[src/hw/stream_endpoint_pkg.sv]
// Purpose: shared constants and carrier types for the stream packet endpoint
// Assumes: one clock, active-low asynchronous reset
// Notes: a beat is one 128-bit word carrying four complex elements
package stream_endpoint_pkg;
    // data word geometry: four complex elements, 16-bit lanes
    localparam int unsigned DATA_W = 128;
    localparam int unsigned KEEP_W = DATA_W / 8;
    localparam int unsigned USER_W = 8;
    localparam int unsigned ELEM_N = 4;
    localparam int unsigned LANE_W = 16;
    localparam int unsigned SAMP_W = 12;
    localparam int unsigned CNT_W = 16;
    // default packet length in beats
    localparam logic [CNT_W-1:0] PKT_LEN_DEF = 16'h0008;
    localparam logic [CNT_W-1:0] CNT_ZERO = 16'h0000;
    localparam logic [CNT_W-1:0] CNT_ONE = 16'h0001;
    localparam logic [DATA_W-1:0] SUM_ZERO = 128'h0;
    localparam logic [KEEP_W-1:0] KEEP_ALL = 16'hffff;
    localparam logic [KEEP_W-1:0] KEEP_NONE = 16'h0000;

    // packet boundary handling of the slave side
    typedef enum logic [1:0] {
        MODE_PASS = 2'b00,   // no boundaries, tlast passed through
        MODE_LAST = 2'b01,   // tlast ends packets, checksum checked
        MODE_COUNT = 2'b10   // fixed beat count, tlast only raises events
    } pkt_mode_t;

    // one stream beat
    typedef struct packed {
        logic valid;
        logic [DATA_W-1:0] data;
        logic [KEEP_W-1:0] keep;
        logic [USER_W-1:0] user;
        logic last;
    } beat_t;

    // event wires, level only
    typedef struct packed {
        logic missing_last;
        logic unexpected_last;
        logic sum_bad;
    } events_t;

    // registered state of the endpoint except slave ready
    typedef struct packed {
        beat_t out;
        logic [CNT_W-1:0] beat_cnt;
        logic [DATA_W-1:0] sum;
        logic [KEEP_W-1:0] last_keep;
        events_t ev;
    } state_t;
endpackage

[src/hw/stream_packet_endpoint.sv]
// Purpose: stream slave and master endpoint with packet framing and events
// Assumes: inputs synchronous to clk_in, upstream keeps its side of the stream
// Notes: one register stage from slave to master, events are level wires
//
// How it works
// - counting mode takes exactly the set beat count
// - pass mode delays tlast like the data
// - sum accumulates, checked on tlast beat
// - never send an all-null trailing beat
// - null keep bits only on last beat
// - keep looked at only on the closing beat
// - keep unused without packets is fine
// - user bits only supplement the data
// - events follow condition, never sticky
// - events are valid-only wires, no handshake
// - events never stall the data path
// - four 16-bit complex elements per beat
// - missing last event at expected end
// - unexpected last event elsewhere
// - padding bits sign-extended for signed data
`timescale 1ns/10ps
`default_nettype none
module stream_packet_endpoint
    import stream_endpoint_pkg::*;
#(
    parameter logic [CNT_W-1:0] PKT_LEN = PKT_LEN_DEF
)
(
    input wire logic clk_in,
    input wire logic nrst_in,
    input wire stream_endpoint_pkg::pkt_mode_t mode_in,
    input wire stream_endpoint_pkg::beat_t s_beat_in,
    output logic s_ready_out,
    input wire logic m_ready_in,
    output stream_endpoint_pkg::beat_t m_beat_out,
    output stream_endpoint_pkg::events_t events_out,
    output logic [stream_endpoint_pkg::KEEP_W-1:0] last_keep_out
);
    import stream_endpoint_pkg::*;

    state_t st_q;   // registered state except slave ready
    state_t st_d;   // next state
    logic rdy_q;    // registered slave ready
    logic take;     // beat accepted this cycle
    logic pipe_free;

    // sign-extend each 12-bit sample into its 16-bit lane
    function automatic logic [DATA_W-1:0] sext_lanes(input logic [DATA_W-1:0] d);
        logic [DATA_W-1:0] r;
        r = d;
        for (int i = 0; i < 2 * ELEM_N; i++)
        begin
            r[i*LANE_W +: LANE_W] = {{(LANE_W-SAMP_W){d[i*LANE_W+SAMP_W-1]}},
                                    d[i*LANE_W +: SAMP_W]};
        end
        return r;
    endfunction

    // keep on a beat: full unless it closes a packet
    // non-closing beats never look at keep, so a source without keep works
    // an all-null closing keep would be an empty trailing beat, so it is
    // widened to full rather than forwarded downstream
    function automatic logic [KEEP_W-1:0] keep_of(input beat_t b, input logic ends);
        logic [KEEP_W-1:0] k;
        k = KEEP_ALL;
        if (ends && b.keep != KEEP_NONE)
        begin
            k = b.keep;
        end
        return k;
    endfunction

    // output stage empties or moves on; ready is registered, so we only
    // accept when the stage is free next cycle regardless of event state
    assign pipe_free = !st_q.out.valid || m_ready_in;
    assign take = s_beat_in.valid && rdy_q;

    // next-state logic for framing, checksum and events
    always_comb
    begin
        logic ends;
        logic at_end;
        logic [DATA_W-1:0] sum_n;
        ends = 1'b0;
        at_end = (st_q.beat_cnt == PKT_LEN - CNT_ONE);
        sum_n = st_q.sum;
        st_d = st_q;
        // output handshake completes
        if (m_ready_in)
        begin
            st_d.out.valid = 1'b0;
        end
        // events are cleared unless re-raised by this beat
        st_d.ev = '0;
        if (take)
        begin
            sum_n = st_q.sum ^ s_beat_in.data;
            case (mode_in)
                MODE_PASS:
                begin
                    ends = s_beat_in.last;
                end
                MODE_LAST:
                begin
                    ends = s_beat_in.last;
                    if (s_beat_in.last)
                    begin
                        // end-of-packet check: folded sum must be zero
                        st_d.ev.sum_bad = (sum_n != SUM_ZERO);
                        sum_n = SUM_ZERO;
                    end
                end
                MODE_COUNT:
                begin
                    ends = at_end;
                    st_d.ev.missing_last = at_end && !s_beat_in.last;
                    st_d.ev.unexpected_last = !at_end && s_beat_in.last;
                    // wrap counter after the final beat
                    st_d.beat_cnt = at_end ? CNT_ZERO : st_q.beat_cnt + CNT_ONE;
                end
                default:
                begin
                    ends = s_beat_in.last;
                end
            endcase
            st_d.sum = sum_n;
            st_d.out.valid = 1'b1;
            st_d.out.data = sext_lanes(s_beat_in.data);
            st_d.out.user = s_beat_in.user; // data stays meaningful alone
            st_d.out.last = ends;
            // keep only sampled on closing beat; null beat never emitted
            st_d.out.keep = keep_of(s_beat_in, ends);
            if (ends)
            begin
                st_d.last_keep = st_d.out.keep;
            end
        end
        if (mode_in != MODE_COUNT)
        begin
            st_d.beat_cnt = CNT_ZERO;
        end
        // checksum only lives in tlast mode; a mode switch must not carry
        // a stale partial sum into the first checked packet
        if (mode_in != MODE_LAST)
        begin
            st_d.sum = SUM_ZERO;
        end
    end

    // state register
    always_ff @(posedge clk_in or negedge nrst_in)
    begin
        if (!nrst_in)
        begin
            st_q <= '0;
            rdy_q <= 1'b0;
        end
        else
        begin
            st_q <= st_d;
            // ready depends only on output space, never on events
            // ready is registered, so it may only promise a free stage for
            // the next edge; trades half rate even without stall for a short path
            rdy_q <= !st_d.out.valid || (!take && pipe_free);
        end
    end

    assign s_ready_out = rdy_q;
    assign m_beat_out = st_q.out;
    assign events_out = st_q.ev; // valid-only wires
    assign last_keep_out = st_q.last_keep;

    // assertions
    chk_keep_only_last: assert property (@(posedge clk_in) disable iff (!nrst_in)
        m_beat_out.valid && !m_beat_out.last |-> m_beat_out.keep == KEEP_ALL)
        else $error("null bytes on a non-final beat");
    chk_no_null_beat: assert property (@(posedge clk_in) disable iff (!nrst_in)
        m_beat_out.valid |-> m_beat_out.keep != KEEP_NONE)
        else $error("all-null beat emitted");
    chk_last_follows: assert property (@(posedge clk_in) disable iff (!nrst_in)
        take && mode_in == MODE_PASS |=> m_beat_out.last == $past(s_beat_in.last))
        else $error("tlast latency differs from data");
    chk_missing_last: assert property (@(posedge clk_in) disable iff (!nrst_in)
        take && mode_in == MODE_COUNT && st_q.beat_cnt == PKT_LEN - CNT_ONE
        && !s_beat_in.last |=> events_out.missing_last)
        else $error("missing last not flagged");
    chk_unexp_last: assert property (@(posedge clk_in) disable iff (!nrst_in)
        take && mode_in == MODE_COUNT && st_q.beat_cnt != PKT_LEN - CNT_ONE
        && s_beat_in.last |=> events_out.unexpected_last)
        else $error("unexpected last not flagged");
    chk_count_end: assert property (@(posedge clk_in) disable iff (!nrst_in)
        take && mode_in == MODE_COUNT && st_q.beat_cnt == PKT_LEN - CNT_ONE
        |=> m_beat_out.last && st_q.beat_cnt == CNT_ZERO)
        else $error("count framing wrong");
    chk_event_drops: assert property (@(posedge clk_in) disable iff (!nrst_in)
        !take |=> events_out == '0)
        else $error("event held without cause");
    chk_no_stall: assert property (@(posedge clk_in) disable iff (!nrst_in)
        events_out != '0 && !m_beat_out.valid |-> s_ready_out)
        else $error("stalled on event");
    chk_sign_ext: assert property (@(posedge clk_in) disable iff (!nrst_in)
        m_beat_out.valid |-> m_beat_out.data[LANE_W-1] == m_beat_out.data[SAMP_W-1])
        else $error("padding not sign-extended");
    chk_sum_idle: assert property (@(posedge clk_in) disable iff (!nrst_in)
        mode_in != MODE_LAST |=> st_q.sum == SUM_ZERO)
        else $error("stale checksum outside tlast mode");
    cov_unexp: cover property (@(posedge clk_in) disable iff (!nrst_in)
        events_out.unexpected_last);
    cov_count_pkt: cover property (@(posedge clk_in) disable iff (!nrst_in)
        mode_in == MODE_COUNT && m_beat_out.valid && m_beat_out.last);
    cov_missing: cover property (@(posedge clk_in) disable iff (!nrst_in)
        events_out.missing_last);
    cov_sum_bad: cover property (@(posedge clk_in) disable iff (!nrst_in) events_out.sum_bad);
    cov_remainder: cover property (@(posedge clk_in) disable iff (!nrst_in)
        m_beat_out.valid && m_beat_out.keep != KEEP_ALL);
endmodule // stream_packet_endpoint
`default_nettype wire

[config.mk]
export PLATFORM = sky130hd
export DESIGN_NAME = stream_packet_endpoint
export DESIGN_NICKNAME = d
export VERILOG_FILES = /design/src/hw/stream_endpoint_pkg.sv /design/src/hw/stream_packet_endpoint.sv
export SDC_FILE = /design/constraint.sdc
export NUM_CORES = 1
export LEC_CHECK = 0
export ABC_CLOCK_PERIOD_IN_PS = 2600
export BUFFER_PORTS_ARGS = -buffer_cell sky130_fd_sc_hd__clkbuf_2
export CAP_MARGIN = 20
export CORE_MARGIN = 4
export CORE_UTILIZATION = 30
export DETAILED_ROUTE_END_ITERATION = 6
export PLACE_DENSITY_LB_ADDON = 0.1
export SLEW_MARGIN = 20
export SYNTH_ARGS = -nofsm -noshare
export SYNTH_HDL_FRONTEND = slang
export SYNTH_SLANG_ARGS = --single-unit
[constraint.sdc]
create_clock -name clk_in -period 2.6 [get_ports clk_in]
set_input_delay 0.39 -clock clk_in [delete_from_list [all_inputs] [get_ports clk_in]]
set_output_delay 0.39 -clock clk_in [all_outputs]
set_load 0.1 [all_outputs]
==> summary.txt, run 1 <==
Clock network
  • Worst-Skew Late Latency: roughly 0.55 ns
  • TritonCTS clock tree: done
  • Resized Gates After CTS: 0
  • Cell at the root of the clock tree: sky130_fd_sc_hd__clkbuf_16
  • Number of setup buffers added after CTS: 0
  • Number of buffers inserted during clock tree synthesis: 38
  • CTS Buffer Depth: 3
  • Post-cts hold buffer count: 1
  • Number of clock sinks seen by CTS: about 290
  • Level count of the clock H-tree: 2
  • Clk slew on worst S/H paths: around 0.050 ns

Worst setup path
  • Stage delay of the slowest cell on the critical path: 0.43 ns
  • Nature of the critical path endpoint: flip-flop
  • Worst setup path startpoint: st_q[147]$_DFFE_PN0P_
  • End point of the critical path: last_keep_out[9]$_DFFE_PN0P_
  • Register-to-Register Setup Slack: 0.43 ns
  • Register-to-Register Path Depth: 6
  • Cells along the critical path: ha_1 -> nor4bb_2 -> and4_4 -> mux2i_2 -> nand3b_4 -> o22a_1
  • Worst-path maximum fanout: 32
  • Critical path start-end classification: reg -> reg
  • Worst EP arrival: around 2.6 ns
  • Reg-to-Reg End: last_keep_out[9]$_DFFE_PN0P_
  • Startpoint of the most critical register-to-register path: st_q[147]$_DFFE_PN0P_
  • Worst setup SP type: flip-flop
  • Required time worst endpoint: around 3 ns
  • Standard cell with the maximum stage delay on the critical path: sky130_fd_sc_hd__nand3b_4

STA
  • Count of endpoints failing hold in the final timing report: 0
  • Fin Setup TNS: 0 ns
  • Skew final: between 0.015 and 0.02 ns
  • Share of the clock period used by the worst path: 83.35%
  • Final critical path time including I/O delays and setup: approximately 2.2 ns
  • Minimum setup slack in the final design: roughly 0.43 ns
  • Slew Limit Headroom: ~52%
  • Setup repair after global routing missed its margin: no
  • Fmax: about 0.46 GHz
  • Number of slew-limit violations in the final report: 0
  • Number of failing setup endpoints in the final timing report: 0
  • Measured slew at the worst slew-check pin: between 0.7 and 0.8 ns

Placed design
  • Final HPWL from detailed placement: about 33000 µm
  • Number of input and output port buffers inserted: 332
  • Worst Setup Slack post-DPL: 0.2076 ns
  • Placer congestion estimate: slightly below 0.8
  • # placed instances: approximately 2400
  • Cell area after placement: 15670 µm²

Synthesis
  • Cell area after synthesis: between 10000 and 15000 µm²
  • Synth Instances: ~1700
  • Count of yosys warnings during synthesis: 0
  • Number of storage elements in the synthesis netlist: 286
  • Avg Cell Area, Syn: a little under 9 µm²
  • Synth unique cells: 39
  • Sequential area share after synthesis: roughly half
  • Nets in the synthesized netlist: ~1800

Min path
  • Type of the tightest min-delay check: in -> reg

Die
  • Die area: a little over 50000 µm²
  • Standard-cell rows: 80
  • Total I/O pin count: 333
  • Die boundary height: 227.9 µm
  • Width of the die: 227.9 µm
  • Effective utilization at floorplan: slightly above 30%
  • Core Area: ~48000 µm²

Route
  • DRT iter0 DRCs: 797
  • Total vias in the final route: approximately 12000
  • Post-detailed-routing wire length: ~47000 µm
  • Number of remaining DRC errors: 0
  • WL/cell: around 19 µm
  • Antenna Nets Post-Route: 0
  • Drt first pass iters: 5
  • Via density: roughly 4.7

GRT
  • GRT Total Usage: 17.68%
  • Number of antenna violations at the first check in global routing: 3
  • Vias in the first global route: roughly 11000
  • Largest net degree at the start of global routing: 91
  • Grt total ovfl: 0
  • Global-route wire length before repair: ~72000 µm

Layout
  • Final standard cell count with taps included and fillers excluded: between 2000 and 2500
  • Fill cell instance count of the final layout: between 4000 and 5000
  • Summed area of non-filler cells in the final layout: 16920 µm²
  • Ratio of cells with drive above 1 in the final layout: ~23%
  • Total number of nets in the final design: approximately 2000
  • P&R area growth vs syn: 16.60%

Pwr
  • PwrDens: ~970 nW/µm²
  • Static Leakage: 8.449 nW
  • Peak supply drop: slightly below 0.0007 V
  • Total design power: roughly 16 mW

Status
  • Outcome: finished, final reports clean

Flow run
  • Max-cap violation count: 0
cell usage in the layout (no fill, tap or decap), types with 3 or more instances in the layout:
cell / netlist / layout
sky130_fd_sc_hd__a21o_1: 6 / 6
sky130_fd_sc_hd__a21oi_1: 6 / 6
sky130_fd_sc_hd__a22o_1: 3 / 3
sky130_fd_sc_hd__buf_12: 0 / 9
sky130_fd_sc_hd__buf_4: 174 / 18
sky130_fd_sc_hd__clkbuf_1: 68 / 9
sky130_fd_sc_hd__clkbuf_16: 0 / 41
sky130_fd_sc_hd__clkbuf_2: 0 / 331
sky130_fd_sc_hd__clkbuf_8: 0 / 12
sky130_fd_sc_hd__dfrtp_1: 286 / 286
sky130_fd_sc_hd__inv_1: 7 / 7
sky130_fd_sc_hd__nand2_1: 448 / 447
sky130_fd_sc_hd__nand2b_1: 3 / 3
sky130_fd_sc_hd__nand3_1: 6 / 6
sky130_fd_sc_hd__nand4_1: 16 / 16
sky130_fd_sc_hd__nor2_1: 137 / 136
sky130_fd_sc_hd__nor3_1: 7 / 6
sky130_fd_sc_hd__nor4_1: 44 / 44
sky130_fd_sc_hd__o21ai_0: 114 / 114
sky130_fd_sc_hd__o21ai_1: 151 / 151
sky130_fd_sc_hd__o22a_1: 32 / 32
sky130_fd_sc_hd__xor2_1: 129 / 129
final cells by class:
type | instances | area, µm² | area share, %
multi-input combinational | 1125 | 5733 | 33.89
inverter | 7 | 26.28 | 0.1553
clock buffer | 62 | 1225 | 7.241
antenna | 2 | 5.005 | 0.02958
timing repair buffer | 360 | 1997 | 11.80
tap | 615 | 769.5 | 4.548
clock inverter | 1 | 5.005 | 0.02958
sequential | 286 | 7157 | 42.30
power breakdown:
| part | switching, mW | internal, mW |
|---|---|---|
| Sequential | 0.300 | 4.93 |
| Combinational | 5.15 | 0.798 |
| Clock | 2.01 | 3.19 |
critical path: cells and delay by family (launching register included):
kind                       cells  cell delay (ns)
muxes                          1             0.11
adders and majority gates      1             0.23
AOI/OAI and AO/OA              1             0.30
and+or+nand+nor                3             1.01
DFF                            1             0.39
how the worst min path moves through the flow:
| stage | startpoint | end | slack, ns | cells after the start |
|---|---|---|---|---|
| after global placement | nrst_in | m_beat_out[10]$_DFFE_PN0P_ | 0.39 | 1 |
| after floorplan | nrst_in | events_out[0]$_DFF_PN0_ | 0.09 | 0 |
| after detailed placement | nrst_in | m_beat_out[10]$_DFFE_PN0P_ | 0.39 | 1 |
| after global routing | s_beat_in[3] | m_beat_out[3]$_DFFE_PN0P_ | 0.03 | 3 |
| final | s_beat_in[3] | m_beat_out[3]$_DFFE_PN0P_ | 0.04 | 3 |
| after CTS | s_beat_in[3] | m_beat_out[3]$_DFFE_PN0P_ | 0.005 | 3 |
logic make-up after synthesis:
| kind of cell | synth area share (%) |
|---|---|
| flops | 49.33 |
| xor+xnor | 7.787 |
| buf+inv | 11.35 |
| mux | 0.1638 |
| compound gates | 12.08 |
| fa+ha+maj | 0.08622 |
| simple gates | 19.20 |
routing by layer:
| metal | up-vias | global-route usage (%) | share of wire [%] |
|---|---|---|---|
| li1 | 5614 | - | - |
| met1 | 5610 | 24.18 | 46 |
| met2 | 269 | 28.86 | 48 |
| met3 | 53 | 3.693 | 4.7 |
| met4 | 0 | 4.286 | 2.0 |
| met5 | - | 0 | 0 |
cells in the mapped netlist:
| cell | n | area [µm²] |
|---|---|---|
| sky130_fd_sc_hd__nor2_1 | 137 | 514.2 |
| sky130_fd_sc_hd__or3_1 | 2 | 12.51 |
| sky130_fd_sc_hd__mux2i_1 | 1 | 10.01 |
| sky130_fd_sc_hd__a22o_1 | 3 | 26.28 |
| sky130_fd_sc_hd__or3_4 | 1 | 11.26 |
| sky130_fd_sc_hd__buf_2 | 2 | 10.01 |
| sky130_fd_sc_hd__buf_1 | 1 | 3.750 |
| sky130_fd_sc_hd__and3_1 | 1 | 6.260 |
| sky130_fd_sc_hd__mux2i_2 | 1 | 13.76 |
| sky130_fd_sc_hd__a22oi_1 | 1 | 7.510 |
| sky130_fd_sc_hd__o2bb2ai_1 | 1 | 8.760 |
| sky130_fd_sc_hd__nand4_1 | 16 | 100.1 |
| sky130_fd_sc_hd__and4_4 | 1 | 11.26 |
| sky130_fd_sc_hd__nand3b_4 | 1 | 20.02 |
| sky130_fd_sc_hd__and2_1 | 3 | 18.77 |
| sky130_fd_sc_hd__xor2_1 | 129 | 1130 |
| sky130_fd_sc_hd__nand2_1 | 448 | 1682 |
| sky130_fd_sc_hd__nand3_1 | 6 | 30.03 |
| sky130_fd_sc_hd__a21o_1 | 6 | 45.04 |
| sky130_fd_sc_hd__o21ai_1 | 151 | 755.7 |
| sky130_fd_sc_hd__clkbuf_1 | 68 | 255.2 |
| sky130_fd_sc_hd__nor4bb_2 | 1 | 16.27 |
| sky130_fd_sc_hd__nor2_4 | 1 | 11.26 |
| sky130_fd_sc_hd__o21a_1 | 1 | 7.510 |
| sky130_fd_sc_hd__nor4_1 | 44 | 275.3 |
| sky130_fd_sc_hd__a2111oi_0 | 1 | 8.760 |
| sky130_fd_sc_hd__buf_4 | 174 | 1306 |
| sky130_fd_sc_hd__dfrtp_1 | 286 | 7157 |
| sky130_fd_sc_hd__o21ai_0 | 114 | 570.6 |
| sky130_fd_sc_hd__a21oi_1 | 6 | 30.03 |
| sky130_fd_sc_hd__o22a_1 | 32 | 280.3 |
| sky130_fd_sc_hd__nor3b_1 | 2 | 15.01 |
| sky130_fd_sc_hd__nand4b_1 | 1 | 8.760 |
| sky130_fd_sc_hd__inv_1 | 7 | 26.28 |
| sky130_fd_sc_hd__nor3_1 | 7 | 35.03 |
| sky130_fd_sc_hd__o22ai_1 | 2 | 12.51 |
| sky130_fd_sc_hd__ha_1 | 1 | 12.51 |
| sky130_fd_sc_hd__nand2b_1 | 3 | 18.77 |
| sky130_fd_sc_hd__buf_6 | 4 | 45.04 |
registers in the layout, summed over array words and instances (netlist names):
name           count
st_q             144
m_beat_out       122
last_keep_out     16
events_out         3
s_ready_out        1
stage by stage:
stage	hold WS, ns	utilization, %
floorplan	0.09441	-
finish	0.03987	35.43
global placement	0.3922	32.82
global route	0.02508	35.43
CTS	0.004571	35.42
detailed placement	0.3926	32.82
Power figures use the tool's default switching activity.
==> run 2, diff against run 1 <==
--- a/config.mk
+++ b/config.mk
@@ -5,7 +5,8 @@
 export SDC_FILE = /design/constraint.sdc
 export NUM_CORES = 1
 export LEC_CHECK = 0
-export ABC_CLOCK_PERIOD_IN_PS = 2600
+export ABC_AREA = 1
+export ABC_CLOCK_PERIOD_IN_PS = 2000
 export BUFFER_PORTS_ARGS = -buffer_cell sky130_fd_sc_hd__clkbuf_2
 export CAP_MARGIN = 20
 export CORE_MARGIN = 4
==> constraint.sdc (replaced) <==
create_clock -name clk_in -period 2 [get_ports clk_in]
set_input_delay 0.3 -clock clk_in [delete_from_list [all_inputs] [get_ports clk_in]]
set_output_delay 0.3 -clock clk_in [all_outputs]
set_load 0.1 [all_outputs]
==> run 2 against run 1 <==
Effect of this change: critical path depth fell by 5; wire length fell by 18%; sequential cell count did not move; sequential share of layout area fell by 0.64 points; utilization rose by 1.4 points; design area rose by 1.6%; synthesized cell count rose by 1.9%; total power rose by 28%; clock power rose by 21%; non-clock buffer count rose by 69; clock-buffer cell count fell by 12.
==> summary.txt, run 2 <==
Route
  • Total vias in the final route: 10900 (-5.6%)
  • WL/cell: 14.95 µm (-22%)
  • DRT iter0 DRCs: 422 (-47%)
  • Antenna Nets Post-Route: 0 (unchanged)
  • Post-detailed-routing wire length: 38320 µm (-18%)
  • Via density: 4.252 (-9.5%)
  • Number of remaining DRC errors: 0 (unchanged)
  • Drt first pass iters: 5 (unchanged)

STA
  • Number of slew-limit violations in the final report: 0 (unchanged)
  • Setup repair after global routing missed its margin: no
  • Fin Setup TNS: 0 ns (unchanged)
  • Count of endpoints failing hold in the final timing report: 0 (unchanged)
  • Number of failing setup endpoints in the final timing report: 0 (unchanged)
  • Skew final: 0.01071 ns (-0.005263 ns)
  • Measured slew at the worst slew-check pin: 0.7752 ns (+0.06179 ns)
  • Hold slack final: 0.02520 ns (-0.01467 ns)
  • Share of the clock period used by the worst path: approximately 91%
  • Fmax: about 0.55 GHz
  • Slew Limit Headroom: 48.32% (-3.7 points)
  • Final critical path time including I/O delays and setup: 1.813 ns

Worst setup path
  • Critical path start-end classification: reg -> out
  • Worst setup SP type: flip-flop
  • Stage delay of the slowest cell on the critical path: 0.51 ns (+0.08 ns)
  • Cell class contributing the biggest share of worst-path delay: buffers and inverters
  • Worst EP arrival: 1.51 ns (-1.08 ns)
  • Nature of the critical path endpoint: primary output
  • Worst-path maximum fanout: 6 (-81%)
  • Cells along the critical path: clkbuf_2
  • Required time worst endpoint: 1.70 ns (-1.32 ns)
  • Standard cell with the maximum stage delay on the critical path: sky130_fd_sc_hd__clkbuf_2
  • Number of buffers and inverters on the critical path: 1 (+1)

GRT
  • Vias in the first global route: 11040 (-3.2%)
  • Number of antenna violations at the first check in global routing: 2 (-1)
  • GR met2 Demand/Resource: 23.41% (-5.4 points)
  • Largest net degree at the start of global routing: 129 (+42%)
  • Met1 track demand over resource in global routing: 20.77% (-3.4 points)
  • Global-route wire length before repair: 61310 µm (-15%)
  • Highest-utilization routing layer at the global route stage: met2
  • GRT Total Usage: 15.05% (-2.6 points)
  • Grt total ovfl: 0 (unchanged)
  • Met3 capacity usage during global routing: 3.973% (+0.28 points)

Layout
  • Seq. cell area: 7158 µm² (about the same)
  • Area of combinational cells with multiple inputs: 4631 µm² (-19%)
  • Most frequent standard cell in the layout excluding fill and tap cells: sky130_fd_sc_hd__nand2_1
  • Total number of nets in the final design: 2095 (+5.9%)
  • Top register by number of flip-flops: st_q
  • Flip-flop count of the largest register, all copies and words added: 144 (unchanged)
  • Share of the core filled with cells: 36.82% (+1.4 points)
  • Fill cell instance count of the final layout: 4873 (-2.0%)
  • P&R area growth vs syn: 21.30%
  • Ratio of cells with drive above 1 in the final layout: 22.51% (-0.52 points)
  • Commonest cells after routing, fill and taps aside: 522 x sky130_fd_sc_hd__nand2_1, 331 x sky130_fd_sc_hd__clkbuf_2, 285 x sky130_fd_sc_hd__dfrtp_1

Pwr
  • Peak supply drop: 0.0007717 V (+12%)
  • Share of total power in combinational logic: 37.5% (+1.2 points)
  • Total design power: 21.02 mW (+28%)
  • Static Leakage: 8.570 nW (+1.4%)
  • Net switching share of the total power: 46.03% (+0.47 points)
  • Sequential Power Share: 32.5% (+0.5 points)
  • Internal power: 11.35 mW (+27%)
  • Switching pwr: 9.676 mW (+30%)
  • Clock power frac: 30.0% (-1.7 points)
  • PwrDens: 1224 nW/µm² (+26%)

Placed design
  • Number of input and output port buffers inserted: 332 (unchanged)
  • Final HPWL from detailed placement: 26740 µm (-19%)
  • Placer congestion estimate: 0.7603 (-2.4%)

Synthesis
  • Avg Cell Area, Syn: 8.336 µm² (-4.2%)
  • Most used standard cells in the synthesized netlist: 524 x sky130_fd_sc_hd__nand2_1, 286 x sky130_fd_sc_hd__dfrtp_1, 222 x sky130_fd_sc_hd__inv_1, 174 x sky130_fd_sc_hd__buf_4, 134 x sky130_fd_sc_hd__o22ai_1
  • Number of storage elements in the synthesis netlist: 286 (unchanged)
  • Cell area after synthesis: 14160 µm² (-2.4%)
  • Most frequent cell after synthesis: sky130_fd_sc_hd__nand2_1
  • Proportion of register bits with asynchronous set or reset after synthesis: 100.0% (unchanged)
  • Area share of the leading cell type in the synthesized netlist: 50.53% (+1.2 points)
  • Nets in the synthesized netlist: 1859 (+1.8%)
  • Predominant post-synthesis flop cell: sky130_fd_sc_hd__dfrtp_1
  • Post-synth EDFFs: 0 (unchanged)
  • Synth unique cells: 32 (-18%)
  • Cell types with the largest area share after synthesis: sky130_fd_sc_hd__dfrtp_1 51%, sky130_fd_sc_hd__nand2_1 14%, sky130_fd_sc_hd__buf_4 9.2%
  • Count of yosys warnings during synthesis: 0 (unchanged)
  • Cell type with the largest total area after synthesis: sky130_fd_sc_hd__dfrtp_1
  • Sequential area share after synthesis: 50.53% (+1.2 points)
  • Synth Instances: 1699 (+1.9%)

Clock network
  • Clk slew on worst S/H paths: 0.06 ns (about the same)
  • CTS Buffer Depth: 3 (unchanged)
  • Cell at the root of the clock tree: sky130_fd_sc_hd__clkbuf_16
  • TritonCTS clock tree: done
  • Number of clock sinks seen by CTS: 286 (unchanged)
  • Number of buffers inserted during clock tree synthesis: 37 (-2.6%)
  • Worst-Skew Late Latency: 0.54 ns (about the same)
  • Level count of the clock H-tree: 2 (unchanged)

Die
  • Width of the die: 225.3 µm (-1.2%)
  • Effective utilization at floorplan: 30.36% (about the same)
  • Die area: 50750 µm² (-2.3%)
  • Core Area: 46650 µm² (-2.3%)
  • Die boundary height: 225.3 µm (-1.2%)
  • Standard-cell rows: 79 (-1.3%)
  • Total I/O pin count: 333 (unchanged)

Min path
  • Type of the tightest min-delay check: in -> reg

Status
  • Outcome: finished, final reports clean

Flow run
  • Max-cap violation count: 0 (unchanged)
## run 2: what timing repair did
item                      in CTS  in global routing
resized for setup              0                  0
hold endpoints to repair     110                  0
hold buffers                  69                  0
buffers inserted               0                  0
## run 2: path summary, 6_finish.rpt
check / start / endpoint / cells after the start / slack [ns]
max in group asynchronous: nrst_in / st_q[77]$_DFFE_PN0P_ / 3 / 0.98
min: s_beat_in[74] / m_beat_out[74]$_DFFE_PN0P_ / 3 / 0.03
max: m_beat_out[72]$_DFFE_PN0P_ / m_beat_out[71] / 1 / 0.19
min reg2reg: m_beat_out[153]$_DFF_PN0_ / s_ready_out$_DFF_PN0_ / 1 / 0.46
max reg2reg: st_q[148]$_DFFE_PN0P_ / st_q[159]$_DFFE_PN0P_ / 8 / 0.30
min in group asynchronous: nrst_in / m_beat_out[27]$_DFFE_PN0P_ / 2 / 0.24
## run 2: layer usage
metal  part of all wire, %  up-vias
li1                      -     5581
met1                    47     5005
met2                    45      254
met3                   6.6       55
met4                   2.1        4
met5                 0.060        -
## run 2: tightest hold or removal path, delay by kind of cell
kind	cells	cell delay [ns]
buffers and inverters	1	0.12
and+or+nand+nor	2	0.11
## run 2: power groups by stage
stage | Sequential, mW | Combinational [mW] | Clock (mW)
after detailed placement | 6.93 | 7.85 | 0
after CTS | 6.84 | 7.97 | 6.58
after floorplan | 6.82 | 7.47 | 0
after global placement | 6.92 | 7.85 | 0
final | 6.83 | 7.89 | 6.30
after global routing | 6.92 | 8.26 | 6.82
## run 2: kinds of logic (layout without fill, tap and decap cells)
logic type,after synthesis,in the layout,share of synthesized area (%)
buffers and inverters,456,712,16.97
adders and majority gates,1,1,0.08833
and+or+nand+nor,668,668,18.74
AOI/OAI and AO/OA,206,206,8.604
DFF,286,286,50.53
other,0,1,0
xor gates and xnor gates,82,82,5.071
## run 2: area by class of cell
cell class / count / area share (%)
Clock inverter: 9 / 0.5826
Clock buffer: 50 / 5.906
Tap cell: 607 / 4.421
Antenna cell: 1 / 0.01457
Multi-Input combinational cell: 957 / 26.95
Sequential cell: 286 / 41.66
Inverter: 224 / 4.901
Timing Repair Buffer: 429 / 15.56
## run 2: per-stage QoR
stage | cells | setup WS [ns] | area, µm²
floorplan | 1699 | 0.1796 | 14160
finish | 2563 | 0.1872 | 17180
global placement | 2434 | 0.3202 | 15370
CTS | 2562 | 0.1115 | 17180
detailed placement | 2434 | 0.2913 | 15370
global route | 2562 | 0.08106 | 17180
==> run 3, diff against run 2 <==
--- a/config.mk
+++ b/config.mk
@@ -5,7 +5,6 @@
 export SDC_FILE = /design/constraint.sdc
 export NUM_CORES = 1
 export LEC_CHECK = 0
-export ABC_AREA = 1
 export ABC_CLOCK_PERIOD_IN_PS = 2000
 export BUFFER_PORTS_ARGS = -buffer_cell sky130_fd_sc_hd__clkbuf_2
 export CAP_MARGIN = 20
==> run 3 against run 2 <==
Effect of this change: combinational power increased by 1%; via count increased by 9.8%; first-iteration DRC count increased by 73%; global-route usage increased by 3.3 points; register-to-register slack got worse by 0.18 ns; clock skew decreased by 0.0011 ns; utilization increased by 0.84 points; wire length increased by 27%; sequential share of layout area decreased by 1.8 points; critical path type is now in -> reg; clock power decreased by 1%; critical path depth increased by 6; design area increased by 4.7%.
==> summary.txt, run 3 (synthesis results as in run 1) <==
Route
  • Via density: 4.666 (+9.7%)
  • Antenna Nets Post-Route: 0 (unchanged)
  • Number of remaining DRC errors: 0 (unchanged)
  • Drt first pass iters: 5 (unchanged)
  • Post-detailed-routing wire length: 48850 µm (+27%)
  • Total vias in the final route: 11970 (+9.8%)
  • WL/cell: 19.04 µm (+27%)
  • DRT iter0 DRCs: 732 (+73%)

GRT
  • Global-route wire length before repair: 74370 µm (+21%)
  • Vias in the first global route: 11870 (+7.5%)
  • Largest net degree at the start of global routing: 60 (-53%)
  • GRT Total Usage: 18.35% (+3.3 points)
  • Grt total ovfl: 0 (unchanged)
  • Number of antenna violations at the first check in global routing: 7 (+5)

Layout
  • Ratio of cells with drive above 1 in the final layout: 24.14% (+1.6 points)
  • Commonest cells after routing, fill and taps aside: 447 x sky130_fd_sc_hd__nand2_1, 331 x sky130_fd_sc_hd__clkbuf_2, 285 x sky130_fd_sc_hd__dfrtp_1
  • Total number of nets in the final design: 2085 (-0.48%)
  • P&R area growth vs syn: 23.93%
  • Top register by number of flip-flops: st_q
  • Most frequent standard cell in the layout excluding fill and tap cells: sky130_fd_sc_hd__nand2_1
  • Fill cell instance count of the final layout: 4878 (+0.10%)
  • Flip-flop count of the largest register, all copies and words added: 144 (unchanged)
  • Share of the core filled with cells: 37.66% (+0.84 points)

STA
  • Fin Setup TNS: 0 ns (unchanged)
  • Minimum setup slack in the final design: 0.09901 ns (-0.08823 ns)
  • Hold slack final: 0.03155 ns (+0.006347 ns)
  • Count of endpoints failing hold in the final timing report: 0 (unchanged)
  • Slew Limit Headroom: 58.71% (+10 points)
  • Setup repair after global routing missed its margin: no
  • Skew final: 0.009604 ns (-0.001109 ns)
  • Number of slew-limit violations in the final report: 0 (unchanged)
  • Final critical path time including I/O delays and setup: 1.901 ns (+0.08823 ns)
  • Measured slew at the worst slew-check pin: 0.6171 ns (-0.1581 ns)
  • Share of the clock period used by the worst path: 95.05% (+4.4 points)
  • Number of failing setup endpoints in the final timing report: 0 (unchanged)
  • Fmax: 0.5260 GHz (-4.6%)

Clock network
  • Worst-Skew Late Latency: 0.54 ns (about the same)
  • Cell at the root of the clock tree: sky130_fd_sc_hd__clkbuf_16
  • Number of setup buffers added after CTS: 0 (unchanged)
  • TritonCTS clock tree: done
  • Number of buffers inserted during clock tree synthesis: 36 (-2.7%)
  • CTS Buffer Depth: 3 (unchanged)
  • Number of clock sinks seen by CTS: 286 (unchanged)
  • Clk slew on worst S/H paths: 0.06 ns (about the same)
  • Level count of the clock H-tree: 2 (unchanged)

Worst setup path
  • Startpoint of the most critical register-to-register path: st_q[149]$_DFFE_PN0P_
  • Register-to-Register Path Depth: 6 (-2)
  • Reg-to-Reg End: last_keep_out[13]$_DFFE_PN0P_
  • Nature of the critical path endpoint: flip-flop
  • Stage delay of the slowest cell on the critical path: 0.59 ns (+0.08 ns)
  • Worst EP arrival: 2.30 ns (+0.79 ns)
  • Standard cell with the maximum stage delay on the critical path: sky130_fd_sc_hd__dlygate4sd3_1
  • Register-to-Register Setup Slack: 0.12 ns (-0.18 ns)
  • Cells along the critical path: dlygate4sd3_1 -> clkbuf_2 -> xor2_1 -> nor4_2 -> nand4_1 -> nor4_2 -> a2111oi_0
  • Worst setup SP type: input pin
  • Worst-path maximum fanout: 3 (-3)
  • Critical path start-end classification: in -> reg
  • Required time worst endpoint: 2.39 ns (+0.69 ns)
  • Most frequent CP cell: sky130_fd_sc_hd__nor4_2

Die
  • Effective utilization at floorplan: 30.39% (about the same)
  • Die area: 51950 µm² (+2.3%)
  • Total I/O pin count: 333 (unchanged)
  • Die boundary height: 227.9 µm (+1.2%)
  • Core Area: 47750 µm² (+2.3%)
  • Width of the die: 227.9 µm (+1.2%)
  • Standard-cell rows: 80 (+1.3%)

Min path
  • Type of the tightest min-delay check: in -> reg
  • Hold Crit Endpoint: m_beat_out[32]$_DFFE_PN0P_
  • Startpoint of the most critical hold path: s_beat_in[32]
  • Hold-critical path depth: 3 (unchanged)

Placed design
  • Worst Setup Slack post-DPL: -0.2197 ns (-0.5109 ns)
  • Number of input and output port buffers inserted: 332 (unchanged)
  • Final HPWL from detailed placement: 34970 µm (+31%)
  • Placer congestion estimate: 0.7963 (+4.7%)

Pwr
  • Static Leakage: 8.922 nW (+4.1%)
  • Peak supply drop: 0.0006367 V (-17%)
  • PwrDens: 1168 nW/µm² (-4.6%)
  • Total design power: 21.00 mW (-0.11%)

Status
  • Outcome: finished, final reports clean

Flow run
  • Max-cap violation count: 0 (unchanged)
run 3: area by class of cell:
class	instances	area, µm²	share of cell area, %
well taps	615	769.5	4.279
multi-input cells	1125	5793	32.22
flip-flops and latches	286	7161	39.82
clock buffers	57	1071	5.956
inverters	7	26.28	0.1461
repair buffers	469	3133	17.42
diodes	3	7.507	0.04175
clock inverters	3	20.02	0.1113
run 3: timing repair:
item,in CTS,in global routing
setup endpoints to repair,1,8
pin swaps,0,2
gates resized for setup,4,6
hold buffers,68,0
gates cloned,0,0
endpoints found under the hold margin,114,0
run 3: how the worst max path moves through the flow:
stage                                startpoint                           end  slack [ns]  cells after the start
after floorplan           st_q[147]$_DFFE_PN0P_         st_q[157]$_DFFE_PN0P_        0.05                      7
after global placement            s_beat_in[93]       events_out[0]$_DFF_PN0_       -0.17                      6
after detailed placement          s_beat_in[93]       events_out[0]$_DFF_PN0_       -0.22                      6
after CTS                        s_beat_in[150]       events_out[0]$_DFF_PN0_        0.02                      8
after global routing      st_q[150]$_DFFE_PN0P_  last_keep_out[1]$_DFFE_PN0P_        0.01                      6
final                            s_beat_in[118]       events_out[0]$_DFF_PN0_         0.1                      7
run 3: power by group:
part           internal, mW  switching, mW
Combinational          1.20           6.77
Sequential             6.41          0.388
Clock                  3.65           2.58
Total                  11.3           9.74
run 3: layer usage:
| layer | wire length [µm] | track usage [%] | up-vias |
|---|---|---|---|
| met5 | 55 | 0 | - |
| met4 | 1224 | 4.899 | 10 |
| met3 | 2375 | 4.142 | 74 |
| met2 | 23370 | 30.34 | 260 |
| met1 | 21820 | 24.43 | 5790 |
| li1 | - | - | 5834 |
run 3: worst max-delay path, delay by kind of cell:
family / cells / cell delay (ns)
simple gates: 3 / 0.93
compound gates: 1 / 0.14
xor+xnor: 1 / 0.18
buf+inv: 2 / 0.74
run 3: stage by stage:
stage | cells | cell area (µm²)
floorplan | 1667 | 14510
global placement | 2434 | 16140
detailed placement | 2434 | 16140
CTS | 2562 | 17940
global route | 2563 | 17980
finish | 2565 | 17980
